--- config.mk ---
export PLATFORM = sky130hd
export DESIGN_NAME = tmb_device_flat
export DESIGN_NICKNAME = d
export VERILOG_FILES = /design/src/tmb_pkg.sv /design/src/tmb_link_if.sv /design/src/tmb_device.sv /design/src/flat_wrapper.sv
export SDC_FILE = /design/constraint.sdc
export NUM_CORES = 1
export LEC_CHECK = 0
export ABC_AREA = 0
export ABC_CLOCK_PERIOD_IN_PS = 2100
export BUFFER_PORTS_ARGS = -buffer_cell sky130_fd_sc_hd__clkbuf_2
export CAP_MARGIN = 20
export CORE_ASPECT_RATIO = 0.5
export CORE_MARGIN = 1
export CORE_UTILIZATION = 46
export DETAILED_ROUTE_END_ITERATION = 8
export HOLD_SLACK_MARGIN = 0.1
export PLACE_DENSITY = 0.76
export REMOVE_ABC_BUFFERS = 1
export SLEW_MARGIN = 20
export SYNTH_ARGS = -nofsm -noshare
export SYNTH_HDL_FRONTEND = slang
export SYNTH_SLANG_ARGS = --single-unit
--- constraint.sdc ---
create_clock -name CLK -period 2.1 [get_ports CLK]
set_clock_uncertainty 0.2 [all_clocks]
set_input_delay 0.105 -clock CLK [delete_from_list [all_inputs] [get_ports CLK]]
set_output_delay 0.105 -clock CLK [all_outputs]
set_load 0.02 [all_outputs]
--- src/tmb_pkg.sv ---
// package for the timer_b capture counter: modes, clock selects, reset values
// assumes a single 50 MHz system clock shared by both ends
package tmb_pkg;

  // ==========================================================================
  // counter limits
  localparam int          CNT_W       = 16;
  localparam logic [15:0] BOTTOM_VAL  = 16'h0000;
  localparam logic [15:0] MAX_VAL     = 16'hffff;
  localparam logic [15:0] COMPARE_CAPTURE_VALUE_RESET  = 16'h0000;
  localparam logic [15:0] CNT_RESET   = 16'h0000;

  // ==========================================================================
  // clock and timing
  localparam int CLK_MHZ          = 50;
  localparam int EVT_HOLD_CYCLES  = 2;
  localparam int PRESCALE_W       = 3;

  // ==========================================================================
  // operating modes, eight codes
  typedef enum logic [2:0] {
    TMB_PERIODIC,
    TMB_TIMEOUT,
    TMB_SNAPSHOT_FLAG_EVENT,
    TMB_SNAPSHOT_FLAG_FREQ,
    TMB_SNAPSHOT_FLAG_PW,
    TMB_SNAPSHOT_FLAG_FRQPW,
    TMB_SINGLE,
    TMB_PWM8
  } tmb_mode_t;

  localparam tmb_mode_t MODE_RESET = TMB_PERIODIC;

  // clock source select
  typedef enum logic [1:0] {
    TMB_CLK_DIV1,
    TMB_CLK_DIV2,
    TMB_CLK_COMPANION,
    TMB_CLK_EVENT
  } tmb_clock_source_select_t;

  localparam tmb_clock_source_select_t CLOCK_SOURCE_SELECT_RESET = TMB_CLK_DIV1;
  localparam logic [PRESCALE_W-1:0] PRESCALE_RESET = 3'h0;

endpackage

--- src/tmb_link_if.sv ---
// interface joining the timer_b device and its event/clock source
// assumes both ends run on the same system clock
`timescale 1ns/100ps

interface tmb_link_if;
  logic evt_in;
  logic companion_timer_clock;
  logic clk_event;
  logic snapshot_event;
  logic wrap_event;
  logic waveform_pin;
  logic waveform_pin_oe;

  modport device (
    input  evt_in,
    input  companion_timer_clock,
    input  clk_event,
    output snapshot_event,
    output wrap_event,
    output waveform_pin,
    output waveform_pin_oe
  );

  modport source (
    output evt_in,
    output companion_timer_clock,
    output clk_event,
    input  snapshot_event,
    input  wrap_event,
    input  waveform_pin,
    input  waveform_pin_oe
  );
endinterface

--- src/tmb_device.sv ---
// timer_b device end: 16-bit counter with periodic, time-out and capture modes
// assumes config arrives as plain ports; link inputs come from another source
`timescale 1ns/100ps

module tmb_device #(
  parameter int CNT_W = tmb_pkg::CNT_W
) (
  input  wire logic                       CLK,
  input  wire logic                       RST_B,
  input  wire logic                       ENABLE,
  input  wire tmb_pkg::tmb_mode_t         MODE,
  input  wire tmb_pkg::tmb_clock_source_select_t       CLOCK_SOURCE_SELECT,
  input  wire logic                       EDGE_SELECT,
  input  wire logic                       WAVEFORM_OUTPUT_ENABLE,
  input  wire logic                       PORT_OUT_VALUE,
  input  wire logic                       COMPARE_CAPTURE_VALUE_WR,
  input  wire logic [CNT_W-1:0]           COMPARE_CAPTURE_VALUE_WDATA,
  input  wire logic                       CNT_WR,
  input  wire logic [CNT_W-1:0]           CNT_WDATA,
  input  wire logic                       COMPARE_CAPTURE_VALUE_LO_RD,
  input  wire logic                       CNT_RD,
  input  wire logic                       RUN_WR,
  input  wire logic                       RUN_WDATA,
  input  wire logic                       SNAPSHOT_CLR,
  input  wire logic                       WRAP_CLR,
  output logic [CNT_W-1:0]                COUNT_VALUE,
  output logic [CNT_W-1:0]                COMPARE_CAPTURE_VALUE,
  output logic                            SNAPSHOT_FLAG,
  output logic                            WRAP_FLAG,
  output logic                            RUN_STATUS,
  tmb_link_if.device                      link
);

  // ==========================================================================
  // event input synchroniser: three stages, change accepted when 2nd and 3rd agree
  logic [2:0] evt_sync_reg;
  logic       evt_level_reg;
  logic [2:0] cev_sync_reg;
  logic       cev_level_reg;
  logic [2:0] ctc_sync_reg;
  logic       ctc_level_reg;
  logic       evt_rise;
  logic       evt_fall;
  logic       cev_rise;
  logic       ctc_rise;

  always_ff @(posedge CLK or negedge RST_B) begin
    if (!RST_B) begin
      evt_sync_reg  <= 3'h0;
      evt_level_reg <= 1'b0;
      cev_sync_reg  <= 3'h0;
      cev_level_reg <= 1'b0;
      ctc_sync_reg  <= 3'h0;
      ctc_level_reg <= 1'b0;
    end else begin
      evt_sync_reg <= {evt_sync_reg[1:0], link.evt_in};
      cev_sync_reg <= {cev_sync_reg[1:0], link.clk_event};
      ctc_sync_reg <= {ctc_sync_reg[1:0], link.companion_timer_clock};
      if (evt_sync_reg[1] == evt_sync_reg[2]) begin
        evt_level_reg <= evt_sync_reg[2];
      end
      if (cev_sync_reg[1] == cev_sync_reg[2]) begin
        cev_level_reg <= cev_sync_reg[2];
      end
      if (ctc_sync_reg[1] == ctc_sync_reg[2]) begin
        ctc_level_reg <= ctc_sync_reg[2];
      end
    end
  end

  // ==========================================================================
  // edge detection on the filtered level
  // shorter pulses are filtered away
  assign evt_rise = (evt_sync_reg[2] == evt_sync_reg[1]) && evt_sync_reg[2] && !evt_level_reg;
  assign evt_fall = (evt_sync_reg[2] == evt_sync_reg[1]) && !evt_sync_reg[2] && evt_level_reg;
  assign cev_rise = (cev_sync_reg[2] == cev_sync_reg[1]) && cev_sync_reg[2] && !cev_level_reg;
  assign ctc_rise = (ctc_sync_reg[2] == ctc_sync_reg[1]) && ctc_sync_reg[2] && !ctc_level_reg;

  logic evt_edge;
  logic evt_other_edge;
  assign evt_edge       = EDGE_SELECT ? evt_fall : evt_rise;
  assign evt_other_edge = EDGE_SELECT ? evt_rise : evt_fall;

  // ==========================================================================
  // clock source selection and tick
  logic [tmb_pkg::PRESCALE_W-1:0] prescale_reg;
  logic                           tick;

  always_ff @(posedge CLK or negedge RST_B) begin
    if (!RST_B) begin
      prescale_reg <= tmb_pkg::PRESCALE_RESET;
    end else begin
      prescale_reg <= prescale_reg + 1'b1;
    end
  end

  always_comb begin
    case (CLOCK_SOURCE_SELECT)
      tmb_pkg::TMB_CLK_DIV1:      tick = 1'b1;
      tmb_pkg::TMB_CLK_DIV2:      tick = prescale_reg[0];
      tmb_pkg::TMB_CLK_COMPANION: tick = ctc_rise;
      tmb_pkg::TMB_CLK_EVENT:     tick = cev_rise;
      default:                    tick = 1'b0;
    endcase
  end

  // ==========================================================================
  // counter, run state and capture
  // one counter, mode-decoded
  logic [CNT_W-1:0] cnt_reg;
  logic [CNT_W-1:0] compare_capture_value_reg;
  logic             run_reg;
  logic             at_top;
  logic             at_max;
  logic             snapshot_flag_set;
  logic             wrap_set;
  logic             frozen;

  assign at_max = (cnt_reg == tmb_pkg::MAX_VAL);
  assign at_top = (cnt_reg == compare_capture_value_reg);
  assign frozen = (MODE == tmb_pkg::TMB_TIMEOUT) && !run_reg;

  always_comb begin
    snapshot_flag_set = 1'b0;
    wrap_set = 1'b0;
    if (ENABLE) begin
      case (MODE)
        tmb_pkg::TMB_PERIODIC: begin
          snapshot_flag_set = tick && at_top;
          wrap_set = tick && at_max && !at_top;
        end
        tmb_pkg::TMB_TIMEOUT: begin
          snapshot_flag_set = tick && run_reg && at_top;
          wrap_set = tick && run_reg && at_max && !at_top;
        end
        tmb_pkg::TMB_SNAPSHOT_FLAG_EVENT, tmb_pkg::TMB_SNAPSHOT_FLAG_FREQ: begin
          snapshot_flag_set = evt_edge;
          wrap_set = tick && at_max;
        end
        default: begin
          snapshot_flag_set = 1'b0;
          wrap_set = 1'b0;
        end
      endcase
    end
  end

  // time-out run state; run writes ignored while frozen
  always_ff @(posedge CLK or negedge RST_B) begin
    if (!RST_B) begin
      run_reg <= 1'b0;
    end else if (!ENABLE) begin
      run_reg <= 1'b0;
    end else if (MODE == tmb_pkg::TMB_TIMEOUT) begin
      // start edge runs, stop edge freezes
      if (!run_reg && evt_edge) begin
        run_reg <= 1'b1;
      end else if (run_reg && evt_other_edge) begin
        run_reg <= 1'b0;
      end else if (RUN_WR && !frozen) begin
        run_reg <= RUN_WDATA;
      end
    end else begin
      run_reg <= 1'b1;
    end
  end

  // count register; software write has priority
  always_ff @(posedge CLK or negedge RST_B) begin
    if (!RST_B) begin
      cnt_reg <= tmb_pkg::CNT_RESET;
    end else if (CNT_WR) begin
      cnt_reg <= CNT_WDATA;
    end else if (ENABLE) begin
      case (MODE)
        // run to top or wrap at max
        tmb_pkg::TMB_PERIODIC: begin
          if (tick) begin
            cnt_reg <= at_top ? tmb_pkg::BOTTOM_VAL : cnt_reg + 1'b1;
          end
        end
        tmb_pkg::TMB_TIMEOUT: begin
          if (!run_reg && evt_edge) begin
            cnt_reg <= tmb_pkg::BOTTOM_VAL;
          end else if (run_reg && tick && !evt_other_edge) begin
            cnt_reg <= at_top ? tmb_pkg::BOTTOM_VAL : cnt_reg + 1'b1;
          end
        end
        tmb_pkg::TMB_SNAPSHOT_FLAG_FREQ: begin
          if (evt_edge) begin
            cnt_reg <= tmb_pkg::BOTTOM_VAL;
          end else if (tick) begin
            cnt_reg <= cnt_reg + 1'b1;
          end
        end
        default: begin
          if (tick) begin
            cnt_reg <= cnt_reg + 1'b1;
          end
        end
      endcase
    end
  end

  // compare/capture register
  always_ff @(posedge CLK or negedge RST_B) begin
    if (!RST_B) begin
      compare_capture_value_reg <= tmb_pkg::COMPARE_CAPTURE_VALUE_RESET;
    end else if (ENABLE && snapshot_flag_set &&
                 (MODE == tmb_pkg::TMB_SNAPSHOT_FLAG_EVENT || MODE == tmb_pkg::TMB_SNAPSHOT_FLAG_FREQ)) begin
      compare_capture_value_reg <= cnt_reg;
    end else if (COMPARE_CAPTURE_VALUE_WR) begin
      compare_capture_value_reg <= COMPARE_CAPTURE_VALUE_WDATA;
    end
  end

  // ==========================================================================
  // flags: set wins over clear
  logic snap_reg;
  logic wrap_reg;
  logic snapshot_flag_mode;
  assign snapshot_flag_mode = (MODE == tmb_pkg::TMB_SNAPSHOT_FLAG_EVENT) || (MODE == tmb_pkg::TMB_SNAPSHOT_FLAG_FREQ);

  always_ff @(posedge CLK or negedge RST_B) begin
    if (!RST_B) begin
      snap_reg <= 1'b0;
    end else if (snapshot_flag_set) begin
      snap_reg <= 1'b1;
    end else if (SNAPSHOT_CLR || (COMPARE_CAPTURE_VALUE_LO_RD && snapshot_flag_mode)) begin
      // low byte read clears in capture modes
      snap_reg <= 1'b0;
    end
  end

  always_ff @(posedge CLK or negedge RST_B) begin
    if (!RST_B) begin
      wrap_reg <= 1'b0;
    end else if (wrap_set) begin
      wrap_reg <= 1'b1;
    end else if (WRAP_CLR) begin
      wrap_reg <= 1'b0;
    end
  end

  // ==========================================================================
  // registered outputs; reads have no side effect beyond the capture-mode clear
  logic snap_evt_reg;
  logic wrap_evt_reg;
  logic wave_reg;
  logic wave_oe_reg;
  logic wave_level_reg;

  // waveform toggles at top in periodic mode, a simple square output
  always_ff @(posedge CLK or negedge RST_B) begin
    if (!RST_B) begin
      wave_level_reg <= 1'b0;
    end else if (!ENABLE) begin
      wave_level_reg <= 1'b0;
    end else if (snapshot_flag_set && MODE == tmb_pkg::TMB_PERIODIC) begin
      wave_level_reg <= !wave_level_reg;
    end
  end

  always_ff @(posedge CLK or negedge RST_B) begin
    if (!RST_B) begin
      snap_evt_reg <= 1'b0;
      wrap_evt_reg <= 1'b0;
      wave_reg     <= 1'b0;
      wave_oe_reg  <= 1'b0;
    end else begin
      snap_evt_reg <= snapshot_flag_set;
      wrap_evt_reg <= wrap_set;
      wave_reg     <= WAVEFORM_OUTPUT_ENABLE ? wave_level_reg : PORT_OUT_VALUE;
      wave_oe_reg  <= 1'b1;
    end
  end

  assign COUNT_VALUE           = cnt_reg;
  assign COMPARE_CAPTURE_VALUE = compare_capture_value_reg;
  assign SNAPSHOT_FLAG         = snap_reg;
  assign WRAP_FLAG             = wrap_reg;
  assign RUN_STATUS            = run_reg;
  assign link.snapshot_event   = snap_evt_reg;
  assign link.wrap_event       = wrap_evt_reg;
  assign link.waveform_pin     = wave_reg;
  assign link.waveform_pin_oe  = wave_oe_reg;

endmodule

--- src/flat_wrapper.sv ---
// flat-port wrapper written by rule: the top's interface ports become plain ports
module tmb_device_flat 
#(
  parameter int CNT_W = tmb_pkg::CNT_W
)
  (CLK, RST_B, ENABLE, MODE, CLOCK_SOURCE_SELECT, EDGE_SELECT, WAVEFORM_OUTPUT_ENABLE, PORT_OUT_VALUE, COMPARE_CAPTURE_VALUE_WR, COMPARE_CAPTURE_VALUE_WDATA, CNT_WR, CNT_WDATA, COMPARE_CAPTURE_VALUE_LO_RD, CNT_RD, RUN_WR, RUN_WDATA, SNAPSHOT_CLR, WRAP_CLR, COUNT_VALUE, COMPARE_CAPTURE_VALUE, SNAPSHOT_FLAG, WRAP_FLAG, RUN_STATUS, link_evt_in, link_companion_timer_clock, link_clk_event, link_snapshot_event, link_wrap_event, link_waveform_pin, link_waveform_pin_oe);
  tmb_link_if link_i ();
  input  wire logic CLK;
  input  wire logic RST_B;
  input  wire logic ENABLE;
  input  wire tmb_pkg::tmb_mode_t MODE;
  input  wire tmb_pkg::tmb_clock_source_select_t CLOCK_SOURCE_SELECT;
  input  wire logic EDGE_SELECT;
  input  wire logic WAVEFORM_OUTPUT_ENABLE;
  input  wire logic PORT_OUT_VALUE;
  input  wire logic COMPARE_CAPTURE_VALUE_WR;
  input  wire logic [CNT_W-1:0] COMPARE_CAPTURE_VALUE_WDATA;
  input  wire logic CNT_WR;
  input  wire logic [CNT_W-1:0] CNT_WDATA;
  input  wire logic COMPARE_CAPTURE_VALUE_LO_RD;
  input  wire logic CNT_RD;
  input  wire logic RUN_WR;
  input  wire logic RUN_WDATA;
  input  wire logic SNAPSHOT_CLR;
  input  wire logic WRAP_CLR;
  output logic [CNT_W-1:0] COUNT_VALUE;
  output logic [CNT_W-1:0] COMPARE_CAPTURE_VALUE;
  output logic SNAPSHOT_FLAG;
  output logic WRAP_FLAG;
  output logic RUN_STATUS;
  input wire logic [$bits(link_i.evt_in)-1:0] link_evt_in;
  input wire logic [$bits(link_i.companion_timer_clock)-1:0] link_companion_timer_clock;
  input wire logic [$bits(link_i.clk_event)-1:0] link_clk_event;
  output wire logic [$bits(link_i.snapshot_event)-1:0] link_snapshot_event;
  output wire logic [$bits(link_i.wrap_event)-1:0] link_wrap_event;
  output wire logic [$bits(link_i.waveform_pin)-1:0] link_waveform_pin;
  output wire logic [$bits(link_i.waveform_pin_oe)-1:0] link_waveform_pin_oe;
  assign link_i.evt_in = link_evt_in;
  assign link_i.companion_timer_clock = link_companion_timer_clock;
  assign link_i.clk_event = link_clk_event;
  assign link_snapshot_event = link_i.snapshot_event;
  assign link_wrap_event = link_i.wrap_event;
  assign link_waveform_pin = link_i.waveform_pin;
  assign link_waveform_pin_oe = link_i.waveform_pin_oe;
  tmb_device #(.CNT_W(CNT_W)) u_core (.CLK(CLK), .RST_B(RST_B), .ENABLE(ENABLE), .MODE(MODE), .CLOCK_SOURCE_SELECT(CLOCK_SOURCE_SELECT), .EDGE_SELECT(EDGE_SELECT), .WAVEFORM_OUTPUT_ENABLE(WAVEFORM_OUTPUT_ENABLE), .PORT_OUT_VALUE(PORT_OUT_VALUE), .COMPARE_CAPTURE_VALUE_WR(COMPARE_CAPTURE_VALUE_WR), .COMPARE_CAPTURE_VALUE_WDATA(COMPARE_CAPTURE_VALUE_WDATA), .CNT_WR(CNT_WR), .CNT_WDATA(CNT_WDATA), .COMPARE_CAPTURE_VALUE_LO_RD(COMPARE_CAPTURE_VALUE_LO_RD), .CNT_RD(CNT_RD), .RUN_WR(RUN_WR), .RUN_WDATA(RUN_WDATA), .SNAPSHOT_CLR(SNAPSHOT_CLR), .WRAP_CLR(WRAP_CLR), .COUNT_VALUE(COUNT_VALUE), .COMPARE_CAPTURE_VALUE(COMPARE_CAPTURE_VALUE), .SNAPSHOT_FLAG(SNAPSHOT_FLAG), .WRAP_FLAG(WRAP_FLAG), .RUN_STATUS(RUN_STATUS), .link(link_i));
endmodule
After elaboration in Yosys (flattened, before gate mapping)
Cells that the tools add are included.

word-level totals
  register bits after elaboration = 55
  input bits = 54
  logic and storage cells = 110

operators by class
  add/sub/neg operators = 2
  equal/unequal tests = 18
  multiplexer cells = 30
  reductions and logical operators = 43

operators with widths
  cell                     number
  $mux W16                 10
  $pmux W16 S3             1
  $logic_and A1 B1 Y1      24
  $add A16 B1 Y16 const B  1
  $eq A16 B16 Y1           1
  $eq A16 B16 Y1 const B   1
  $mux W1                  16
  $logic_not A1 Y1         9
  $reduce_bool A2 Y1       4
  $eq A1 B1 Y1             6
  $eq A3 B2 Y1 const B     2
  $pmux W1 S3              2
  $ne A5 B5 Y1 const B     1
  $eq A2 B2 Y1 const B     2
  $ne A4 B4 Y1 const B     1
  $pmux W1 S4              1
  $add A3 B1 Y3 const B    1
  $eq A3 B1 Y1 const B     1
  $logic_not A3 Y1         1
  $ne A3 B2 Y1 const B     1
  $reduce_and A3 Y1        1
  $eq A2 B1 Y1 const B     1
  $logic_not A2 Y1         1
  $logic_or A1 B1 Y1       2
  2 further kinds          2

Longest topological paths before layout
Gate-level depths: netlist of the first run.

  depth after elaboration = 11
  depth in mapped cells = 9

Worst setup path before layout of the first run
Ideal clock, no wire load.

  kind = register to register
  start = register u_core.cnt_reg[2], in the netlist u_core.COUNT_VALUE[2]
  end = register u_core.cnt_reg[2], in the netlist u_core.COUNT_VALUE[2]
  library setup time = 0.126 ns
  data arrival time = 1.998 ns
  required time = 1.774 ns
  setup slack = -0.224 ns
  cell stages (with the launch flop) = 8
  path buffers = 1
  period minus slack after synthesis = 2.324 ns
  cell sequence = dfrtp_1 buf_6 xnor2_1 nand4_1 nor4_4 o22ai_2 a31o_1 a221o_1

between the ends
  longest elaborated chain between the ends = 7
  elaborated cells between the ends (all ways) = 11
  classes of those cells = 1 x add/sub; 1 x eq/ne; 9 x mux

RTL lines
  element                                                   line                                  RTL
  start, declared                                           tmb_device.sv:110                     logic [CNT_W-1:0] cnt_reg;
  start signal, assigned                                    tmb_device.sv:171                     cnt_reg <= tmb_pkg::CNT_RESET;
  start signal, assigned                                    tmb_device.sv:179                     cnt_reg <= at_top ? tmb_pkg::BOTTOM_VAL : cnt_reg + 1'b1;
  start signal, assigned                                    tmb_device.sv:184                     cnt_reg <= tmb_pkg::BOTTOM_VAL;
  $add A16 B1 Y16 / $eq A16 B16 Y1 (equally long branches)  n/a
  $mux W16                                                  tmb_device.sv:179, tmb_device.sv:186
  $mux W16                                                  tmb_device.sv:185                     end else if (run_reg && tick && !evt_other_edge) begin
  $mux W16                                                  tmb_device.sv:183                     if (!run_reg && evt_edge) begin
  $pmux W16 S3 *                                            tmb_device.sv:175                     case (MODE)
  $mux W16 *                                                tmb_device.sv:174                     end else if (ENABLE) begin
  $mux W16 *                                                tmb_device.sv:172                     end else if (CNT_WR) begin

Every way passes the cells marked *; elsewhere a longest branch is shown, timed or not. The select of a mux whose other input is x is not followed.
A chain may end at the register's enable or synchronous reset.

Final worst setup path of the first run
  start = register u_core.evt_sync_reg[1]
  end = register u_core.cnt_reg[12], in the netlist u_core.COUNT_VALUE[12]

between the ends
  longest elaborated chain between the ends = 9
  elaborated cells between the ends (all ways) = 17
  classes of those cells = 2 x eq/ne; 7 x mux; 8 x reduce/logical

RTL lines
  element                                                     line                                RTL
  start, declared                                             tmb_device.sv:36                    logic [2:0] evt_sync_reg;
  start signal, assigned                                      tmb_device.sv:56                    evt_sync_reg <= {evt_sync_reg[1:0], link.evt_in};
  $eq A1 B1 Y1 *                                              tmb_device.sv:74, tmb_device.sv:75
  $logic_and A1 B1 Y1, on equally long branches (2 in a row)  tmb_device.sv:74, tmb_device.sv:75
  $mux W1                                                     tmb_device.sv:81                    assign evt_edge = EDGE_SELECT ? evt_fall : evt_rise;
  $logic_and A1 B1 Y1                                         tmb_device.sv:183
  $mux W16                                                    tmb_device.sv:183
  $pmux W16 S3                                                tmb_device.sv:175
  $mux W16                                                    tmb_device.sv:174
  $mux W16                                                    tmb_device.sv:172
  end signal, assigned                                        tmb_device.sv:171
  end signal, assigned                                        tmb_device.sv:184
  end signal, assigned                                        tmb_device.sv:186                   cnt_reg <= at_top ? tmb_pkg::BOTTOM_VAL : cnt_reg + 1'b1;

Marked as above.

==> flow_summary.toml, run 1 <==
[placed_design]
placed_cell_area_um2 = 4088
port_buffers = 91
placed_cells = 559
globalplace.congestion = 0.8897
dp_hpwl_um = 7168
dp_slack_ns = -0.4738

[power]
power.density_nw_per_um2 = 594.9
power_frac_seq_pct = 37.9
pwr-share-comb_pct = 36.4
power_mw = 3.183
switchingPower_mw = 1.066
leakage_nw = 2.476
clkPwrFrac_pct = 25.7
ir_drop_v = 0.0004016
p_sw_share_pct = 33.49
power.internal_mw = 2.117

[status]
violations = "setup timing"
status = "finished with violations"

[setup_path]
cp_max_fo = 5
crit_type = "reg -> reg"
crit_required_ns = 2.08
endpoint_kind = "flip-flop"
start_kind = "flip-flop"
reg2reg_slack_ns = -0.22
r2r_start = "u_core.evt_sync_reg[1]$_DFF_PN0_"
timing.rr.end = "u_core.COUNT_VALUE[12]$_DFFE_PN0P_"
cp.arrival_ns = 2.30
reg2regPathDepth = 10

[cts]
root_buffer = "clkbuf_16"
path_clk_slew_ns = 0.07
cts.sinks = 53
h-tree-depth = 2
cts_tree = "yes"
cts-buffers-inserted = 5
clockBufferDepth = 2
clock_latency_ns = 0.30

[synth]
synth_top_family_by_area = "simple AND/OR/NAND/NOR gates"
yosysTopAreaCellShare_pct = 44.07
synth_compound_area_share_pct = 18.30
synth_xor_area_share_pct = 5.198
ys_ff_latch = 53
yosysUniqueCellTypes = 57
synth_top_flop_cell = "dfrtp_1"
syn_area_um2 = 3009
netlist_instances = 319
yosys.area.top_type = "dfrtp_1"
synth_edf_count = 0
yosys.area_share.simple_pct = 18.75
synthMuxAreaShare_pct = 6.778
synth_fa_ha_area_share_pct = 2.079
synth.most_common_cell = "dfrtp_1"
ys_warn_count = 0
synth.area.top_cells = "dfrtp_1 44%, mux2i_1 5.7%, nand2_1 4.7%"
synth_commonest_cells = "53 x dfrtp_1, 38 x nand2_1, 28 x o21ai_0"
synth.avg_cell_area_um2 = 9.433
async_flop_share_pct = 100.0
ys_seq_area_share_pct = 44.07

[layout]
nFillCells = 330
multi_input_area_um2 = 1916
syn2layout_area_growth_pct = 77.80
finalInstanceArea_um2 = 5350
fin_cells = 637
fin_nets = 607
ff_latch_area_um2 = 1331
drive_gt1_share_pct = 49.00
diodes = 0

[floorplan]
die_h_um = 59.19
die_area_um2 = 6889
num_rows = 20
ios = 93
coreArea_um2 = 6181
initial_core_util_pct = 48.68
die_x_um = 116.4

[hold_path]
min_to = "u_core.COUNT_VALUE[9]$_DFFE_PN0P_"
hp-class = "in -> reg"
min-delay-start = "CNT_WR"
hold_depth = 4

[sta]
setup-tns-final_ns = -1.929
timing.final.crit_share_pct = 110.4
rsz0062_at_grt = "true"
setup_viol = 18
slew_headroom_pct = 53.02
clock.fmax_mhz = 431.5
setup_ws_ns = -0.2174
worst_pin_slew_ns = 0.7047
drv_slew = 0
post-route-min-period_ns = 2.317
hold_violations = 0

[routing]
ant_nets = 0
first_pass_iters = 5
vias = 3580
wl_per_cell_um = 18.28
drtIter0Drc = 343
drc = 0
vias_per_cell = 5.620
drt-total-wl_um = 11650

[global_route]
overflow = 0
grt_max_degree = 54
antenna_found_initial = 0
grt_pass1_wl_um = 16480
grt_pass1_vias = 3426
grt_usage_pct = 32.20

[flow_run]
drv_cap = 0
[power groups by stage]
stage | logic, mW | registers, mW | clock network (mW)
after CTS | 0.997 | 1.20 | 0.827
after floorplan | 0.277 | 1.34 | 0
after global routing | 1.23 | 1.21 | 0.883
after detailed placement | 0.871 | 1.22 | 0
final | 1.16 | 1.21 | 0.819
after global placement | 0.851 | 1.21 | 0
[cell usage in the layout (no fill, tap or decap), types with 5 or more instances in the layout]
cell,count
inv_1,13
mux2i_1,17
xnor2_1,15
a31oi_1,8
nand3_1,6
o21ai_0,20
nand4_1,10
dlygate4sd3_1,48
buf_6,22
and2_1,5
nand2_1,33
clkbuf_16,5
dfrtp_1,49
a21oi_1,8
nor2_1,13
nor2b_1,5
buf_4,76
clkbuf_2,91
[worst max path at each step]
stage                                 startpoint                                 end  slack [ns]  cells after the start
6_report        u_core.evt_sync_reg[1]$_DFF_PN0_  u_core.COUNT_VALUE[12]$_DFFE_PN0P_       -0.22                     10
5_1_grt         u_core.evt_sync_reg[1]$_DFF_PN0_  u_core.COUNT_VALUE[12]$_DFFE_PN0P_       -0.30                     10
4_1_cts         u_core.evt_sync_reg[1]$_DFF_PN0_   u_core.COUNT_VALUE[2]$_DFFE_PN0P_       -0.22                      9
3_5_place_dp    u_core.evt_sync_reg[1]$_DFF_PN0_   u_core.COUNT_VALUE[7]$_DFFE_PN0P_       -0.47                      8
3_3_place_gp    u_core.evt_sync_reg[1]$_DFF_PN0_   u_core.COUNT_VALUE[7]$_DFFE_PN0P_       -0.34                      8
2_1_floorplan  u_core.COUNT_VALUE[6]$_DFFE_PN0P_   u_core.COUNT_VALUE[2]$_DFFE_PN0P_       -0.23                      6
[area by class of cell]
cell class / instances / area share (%)
sequential: 53 / 24.88
timing repair buffer: 239 / 33.54
tap: 88 / 2.058
clock buffer: 5 / 2.339
clock inverter: 3 / 0.3274
multi-input combinational: 234 / 35.80
inverter: 15 / 1.052
[cell families after synthesis]
logic type / after synthesis
AO/OA/AOI/OAI: 82
XOR/XNOR: 17
adder cells (fa/ha/maj): 5
buffers and inverters: 32
flip-flops: 53
multiplexers: 20
other: 1
AND/OR/NAND/NOR: 109
[per-stage QoR]
stage,util [%],hold WS (ns)
floorplan,-,-0.3906
global placement,66.13,0.01531
detailed placement,66.13,0.01545
CTS,79.07,0.1105
global route,86.56,0.1592
finish,86.56,0.1490
[worst max-delay path, cell delays in order (launching register included)]
cell and delay (ns):
dfrtp_1 0.41, inv_2 0.08, ha_4 0.14, buf_6 0.09
nand4_1 0.15, a31oi_4 0.30, nand2b_4 0.20, buf_6 0.13
nand3_2 0.08, a311oi_2 0.32, o21ai_2 0.10
[per-layer routing]
layer	vias up	part of all wire (%)	wire length [um]	GRT usage, %
met3	28	8.3	961	6.748
met4	0	1.6	192	8.974
met1	1728	40	4690	42.52
met5	-	0	0	0
li1	1625	-	-	-
met2	199	50	5801	54.27
[what timing repair did]
item                                    4_1_cts  5_1_grt
resized for setup                            36       70
buffers inserted                              6       17
endpoints found under the setup margin       19       20
hold endpoints to repair                     95        0
hold buffers                                 48        0
pin swaps                                    18       37
Power figures use the tool's default switching activity.
==> inputs of run 2 (changes only) <==
Settings changed: ABC_CLOCK_PERIOD_IN_PS 2100 to 2580, CORE_UTILIZATION 46 to 45, PLACE_DENSITY 0.76 to 0.72.
Clock period 2.1 ns to 2.58 ns, I/O delays scaled along.
==> run 2 against run 1 <==
Net effect:
- flip-flop and latch count did not move
- die area increased by 2.2%
- sequential power is 18% lower
- the flow now finishes without violations
- worst hold slack got worse by 0.024 ns
- utilization decreased by 18 points
- clock power decreased by 20%
- critical path type unchanged
- critical path depth shrank 3
==> flow_summary.toml, run 2 (synthesis results as in run 1) <==
[global_route]
antenna_found_initial = 0
grt_max_degree = 54
grt_pass1_vias = 2883
overflow = 0
grt_pass1_wl_um = 14100
grt_usage_pct = 26.26

[floorplan]
die_h_um = 59.83
die_x_um = 117.6
coreArea_um2 = 6256
num_rows = 20
initial_core_util_pct = 48.10
ios = 93
die_area_um2 = 7038

[sta]
clock.fmax_mhz = 404.8
slew_headroom_pct = 53.97
setup_viol = 0
post-route-min-period_ns = 2.471
drv_slew = 0
setup-tns-final_ns = 0
timing.final.crit_share_pct = 95.76
hold_violations = 0
rsz0062_at_grt = "false"
setup_ws_ns = 0.1094
worst_pin_slew_ns = 0.6904

[setup_path]
crit_start = "u_core.ctc_sync_reg[1]$_DFF_PN0_"
r2r_start = "u_core.ctc_sync_reg[1]$_DFF_PN0_"
cp_max_fo = 8
cp.arrival_ns = 2.46
crit_required_ns = 2.57
start_kind = "flip-flop"
endpoint_kind = "flip-flop"
crit_type = "reg -> reg"

[power]
power.density_nw_per_um2 = 532.6
pwr-share-comb_pct = 28.0
power.internal_mw = 1.560
power_frac_seq_pct = 43.4
clkPwrFrac_pct = 28.6
leakage_nw = 2.005
ir_drop_v = 0.0003896
power_mw = 2.294
p_sw_share_pct = 32.01
switchingPower_mw = 0.7341

[routing]
ant_nets = 0
first_pass_iters = 5
vias_per_cell = 5.453
wl_per_cell_um = 15.82
drc = 0
drt-total-wl_um = 8844
drtIter0Drc = 256
vias = 3048

[placed_design]
placed_cell_area_um2 = 3667
dp_hpwl_um = 6193
port_buffers = 91
globalplace.congestion = 0.8997
dp_slack_ns = 0.1206

[flow_run]
drv_cap = 0

[layout]
fin_nets = 529
final_cell_mix = "91 x clkbuf_2, 53 x dfrtp_1, 48 x dlygate4sd3_1"
nFillCells = 526
diodes = 0
drive_gt1_share_pct = 28.87
finalInstanceArea_um2 = 4307
syn2layout_area_growth_pct = 43.12
final_common_cell = "clkbuf_2"
post-route-util_pct = 68.84

[cts]
root_buffer = "clkbuf_16"
path_clk_slew_ns = 0.07
cts.sinks = 53
cts-buffers-inserted = 5
cts_setup_buffers = 0
h-tree-depth = 2
cts_tree = "yes"
clockBufferDepth = 2
clock_latency_ns = 0.30

[hold_path]
hp-class = "in -> reg"
min-delay-start = "CNT_WR"

[status]
status = "finished clean"
-- run 2: changes by cell type in the layout (fill, tap and decap cells not counted), sizes merged --
cell,change
buf,-78
clkbuf,+2
clkinv,-2
-- run 2: final cells by class --
class	instances	area [um^2]	area share (%)
clock buffer	7	132.6	3.080
sequential	53	1326	30.80
timing repair buffer	161	1114	25.86
multi-input combinational	234	1560	36.23
inverter	15	56.30	1.307
clock inverter	1	7.507	0.1743
tap	88	110.1	2.557
-- run 2: worst paths after layout --
| check | to | cells past startpoint | slack, ns |
|---|---|---|---|
| setup / recovery | u_core.COUNT_VALUE[2]$_DFFE_PN0P_ | 7 | 0.11 |
| hold / removal | u_core.COUNT_VALUE[6]$_DFFE_PN0P_ | 4 | 0.12 |
| setup reg to reg | u_core.COUNT_VALUE[2]$_DFFE_PN0P_ | 7 | 0.11 |
| hold reg to reg | u_core.evt_sync_reg[1]$_DFF_PN0_ | 0 | 0.15 |
| max in group asynchronous | u_core.COMPARE_CAPTURE_VALUE[2]$_DFFE_PN0P_ | 3 | 1.42 |
| min in group asynchronous | u_core.cev_sync_reg[2]$_DFF_PN0_ | 3 | 0.28 |
-- run 2: stage by stage --
step | hold slack [ns] | instances
floorplan | -0.3666 | 302
global placement | 0.03999 | 503
detailed placement | 0.03902 | 503
CTS | 0.1155 | 559
global route | 0.1567 | 559
finish | 0.1246 | 559
-- run 2: layer usage --
metal	up-vias	routed length, um	track usage [%]
met5	-	0	0
met4	0	93	8.608
met3	10	533	5.534
met2	99	4169	43.70
met1	1480	4048	34.92
li1	1459	-	-
-- run 2: power groups by stage --
stage          Combinational (mW)  Sequential [mW]  Clock [mW]
2_1_floorplan               0.225             1.09           0
3_3_place_gp                0.563             1.00           0
3_5_place_dp                0.576             1.01           0
4_1_cts                     0.636            0.995       0.672
5_1_grt                     0.697             1.01       0.711
6_report                    0.643            0.995       0.656
-- run 2: repair_timing --
action / 4_1_cts / 5_1_grt
setup endpoints to repair: 0 / 5
hold buffers: 48 / 0
hold endpoints to repair: 95 / 0
resized for setup: 0 / 6
-- run 2: critical path, stage by stage, from the launching register on --
cell and delay, ns:
dfrtp_1 0.38, ha_1 0.19, or3b_2 0.21, o211a_1 0.28, nand3_1 0.22, and3_2 0.36, a31o_1 0.23, a221o_1 0.28
==> inputs of run 3 (changes only) <==
Settings changed: CTS_BUF_LIST from default to sky130_fd_sc_hd__clkbuf_4 sky130_fd_sc_hd__clkbuf_8 sky130_fd_sc_hd__clkbuf_16.
==> run 3 against run 2 <==
Net effect:
- first-iteration DRC count unchanged
- highest routed layer unchanged
- via count up 0.82%
- utilization up 0.12 points
- critical endpoint unchanged
- critical path type unchanged
- register-to-register slack about the same
- sequential share of layout area down 0.054 points
==> flow_summary.toml, run 3 (synthesis results as in run 1) <==
[power]
clkPwrFrac_pct = 29.2
pwr-share-comb_pct = 27.8
p_sw_share_pct = 31.74
ir_drop_v = 0.0003911
power.internal_mw = 1.581
switchingPower_mw = 0.7350
power_frac_seq_pct = 43.0
power.density_nw_per_um2 = 536.8
power_mw = 2.316
leakage_nw = 2.011

[setup_path]
cp_max_fo = 8
cp.depth = 7
path_cells = "ha_1 -> or3b_2 -> o211a_1 -> nand3_1 -> and3_2 -> a31o_1 -> a221o_1"
crit_required_ns = 2.57
reg2reg_slack_ns = 0.11
cp_slowest_stage_delay_ns = 0.38
reg2regPathDepth = 7
crit_start = "u_core.ctc_sync_reg[1]$_DFF_PN0_"
start_kind = "flip-flop"
path_delay_family = "simple AND/OR/NAND/NOR gates"
crit_type = "reg -> reg"
endpoint_kind = "flip-flop"
slowest_stage = "dfrtp_1"
cp-endpoint = "u_core.COUNT_VALUE[2]$_DFFE_PN0P_"
cp.arrival_ns = 2.46
r2r_start = "u_core.ctc_sync_reg[1]$_DFF_PN0_"
timing.rr.end = "u_core.COUNT_VALUE[2]$_DFFE_PN0P_"
critPathBufInv = 0

[cts]
clock_latency_ns = 0.30
cts_tree = "yes"
path_clk_slew_ns = 0.07
clockBufferDepth = 2
cts_setup_buffers = 0
root_buffer = "clkbuf_16"
cts-buffers-inserted = 5
h-tree-depth = 2
cts.sinks = 53

[global_route]
grt_pass1_vias = 2883
grt_usage_pct = 26.26
overflow = 0
grt_pass1_wl_um = 14100
grt_max_degree = 54
antenna_found_initial = 0

[routing]
drc = 0
vias_per_cell = 5.497
first_pass_iters = 6
drt-total-wl_um = 8873
ant_nets = 0
vias = 3073
drtIter0Drc = 256
wl_per_cell_um = 15.87

[floorplan]
die_h_um = 59.83
initial_core_util_pct = 48.10
coreArea_um2 = 6256
die_x_um = 117.6
die_area_um2 = 7038
num_rows = 20
ios = 93

[placed_design]
dp_slack_ns = 0.1206
port_buffers = 91
placed_cell_area_um2 = 3667
globalplace.congestion = 0.8997
dp_hpwl_um = 6193

[sta]
clock.fmax_mhz = 404.1
worst_pin_slew_ns = 0.6918
hold_violations = 0
setup-tns-final_ns = 0
rsz0062_at_grt = "false"
setup_ws_ns = 0.1055
timing.final.crit_share_pct = 95.91
post-route-min-period_ns = 2.475
drv_slew = 0
slew_headroom_pct = 53.88
holdWs_ns = 0.1228
setup_viol = 0

[hold_path]
hold_depth = 4
hp-class = "in -> reg"

[layout]
final_common_cell = "clkbuf_2"
final_cell_mix = "91 x clkbuf_2, 53 x dfrtp_1, 48 x dlygate4sd3_1"
syn2layout_area_growth_pct = 43.37
diodes = 0
finalInstanceArea_um2 = 4314
drive_gt1_share_pct = 29.30
fin_nets = 529

[flow_run]
drv_cap = 0

[status]
status = "finished clean"
run 3: cell counts in the layout (fill, tap and decap cells not counted):
No cell type changed its count.
run 3: worst min-delay path, stage by stage:
cell and delay [ns]:
clkbuf_2 0.09, buf_4 0.21, nand2_1 0.08, o31ai_1 0.06
run 3: how the worst min path moves through the flow:
stage	to	from	slack (ns)
after detailed placement	u_core.cev_sync_reg[0]$_DFF_PN0_	link_clk_event	0.04
final	u_core.COUNT_VALUE[6]$_DFFE_PN0P_	CNT_WR	0.12
after CTS	u_core.COUNT_VALUE[6]$_DFFE_PN0P_	CNT_WR	0.12
after global routing	u_core.COUNT_VALUE[6]$_DFFE_PN0P_	CNT_WR	0.16
after floorplan	u_core.COMPARE_CAPTURE_VALUE[0]$_DFFE_PN0P_	RST_B	-0.37
after global placement	u_core.cev_sync_reg[0]$_DFF_PN0_	link_clk_event	0.04
run 3: final cells by class:
class | count | area, um^2
fillers | 522 | 1942
multi-input cells | 234 | 1560
flip-flops and latches | 53 | 1326
repair buffers | 161 | 1114
clock buffers | 7 | 140.1
well taps | 88 | 110.1
inverters | 15 | 56.30
clock inverters | 1 | 7.507
run 3: metal layers:
layer | vias to the layer above | global-route usage, % | share of wire (%)
met2 | 124 | 43.70 | 47
met4 | 0 | 8.608 | 1.2
met3 | 14 | 5.534 | 6.9
met1 | 1475 | 34.92 | 45
met5 | - | 0 | 0
li1 | 1460 | - | -
run 3: stage by stage:
stage / utilization, % / instances
final: 68.96 / 559
after global routing: 68.96 / 559
after CTS: 68.66 / 559
after detailed placement: 58.62 / 503
after global placement: 58.62 / 503
after floorplan: - / 302
run 3: what timing repair did:
action	4_1_cts	5_1_grt
resized for setup	0	6
hold buffers	48	0
setup endpoints to repair	0	5
hold endpoints to repair	95	0
run 3: power by group through the flow:
stage | logic [mW] | clock network [mW] | registers [mW]
5_1_grt | 0.697 | 0.732 | 1.01
3_5_place_dp | 0.576 | 0 | 1.01
2_1_floorplan | 0.225 | 0 | 1.09
6_report | 0.644 | 0.677 | 0.995
3_3_place_gp | 0.563 | 0 | 1.00
4_1_cts | 0.636 | 0.693 | 0.995
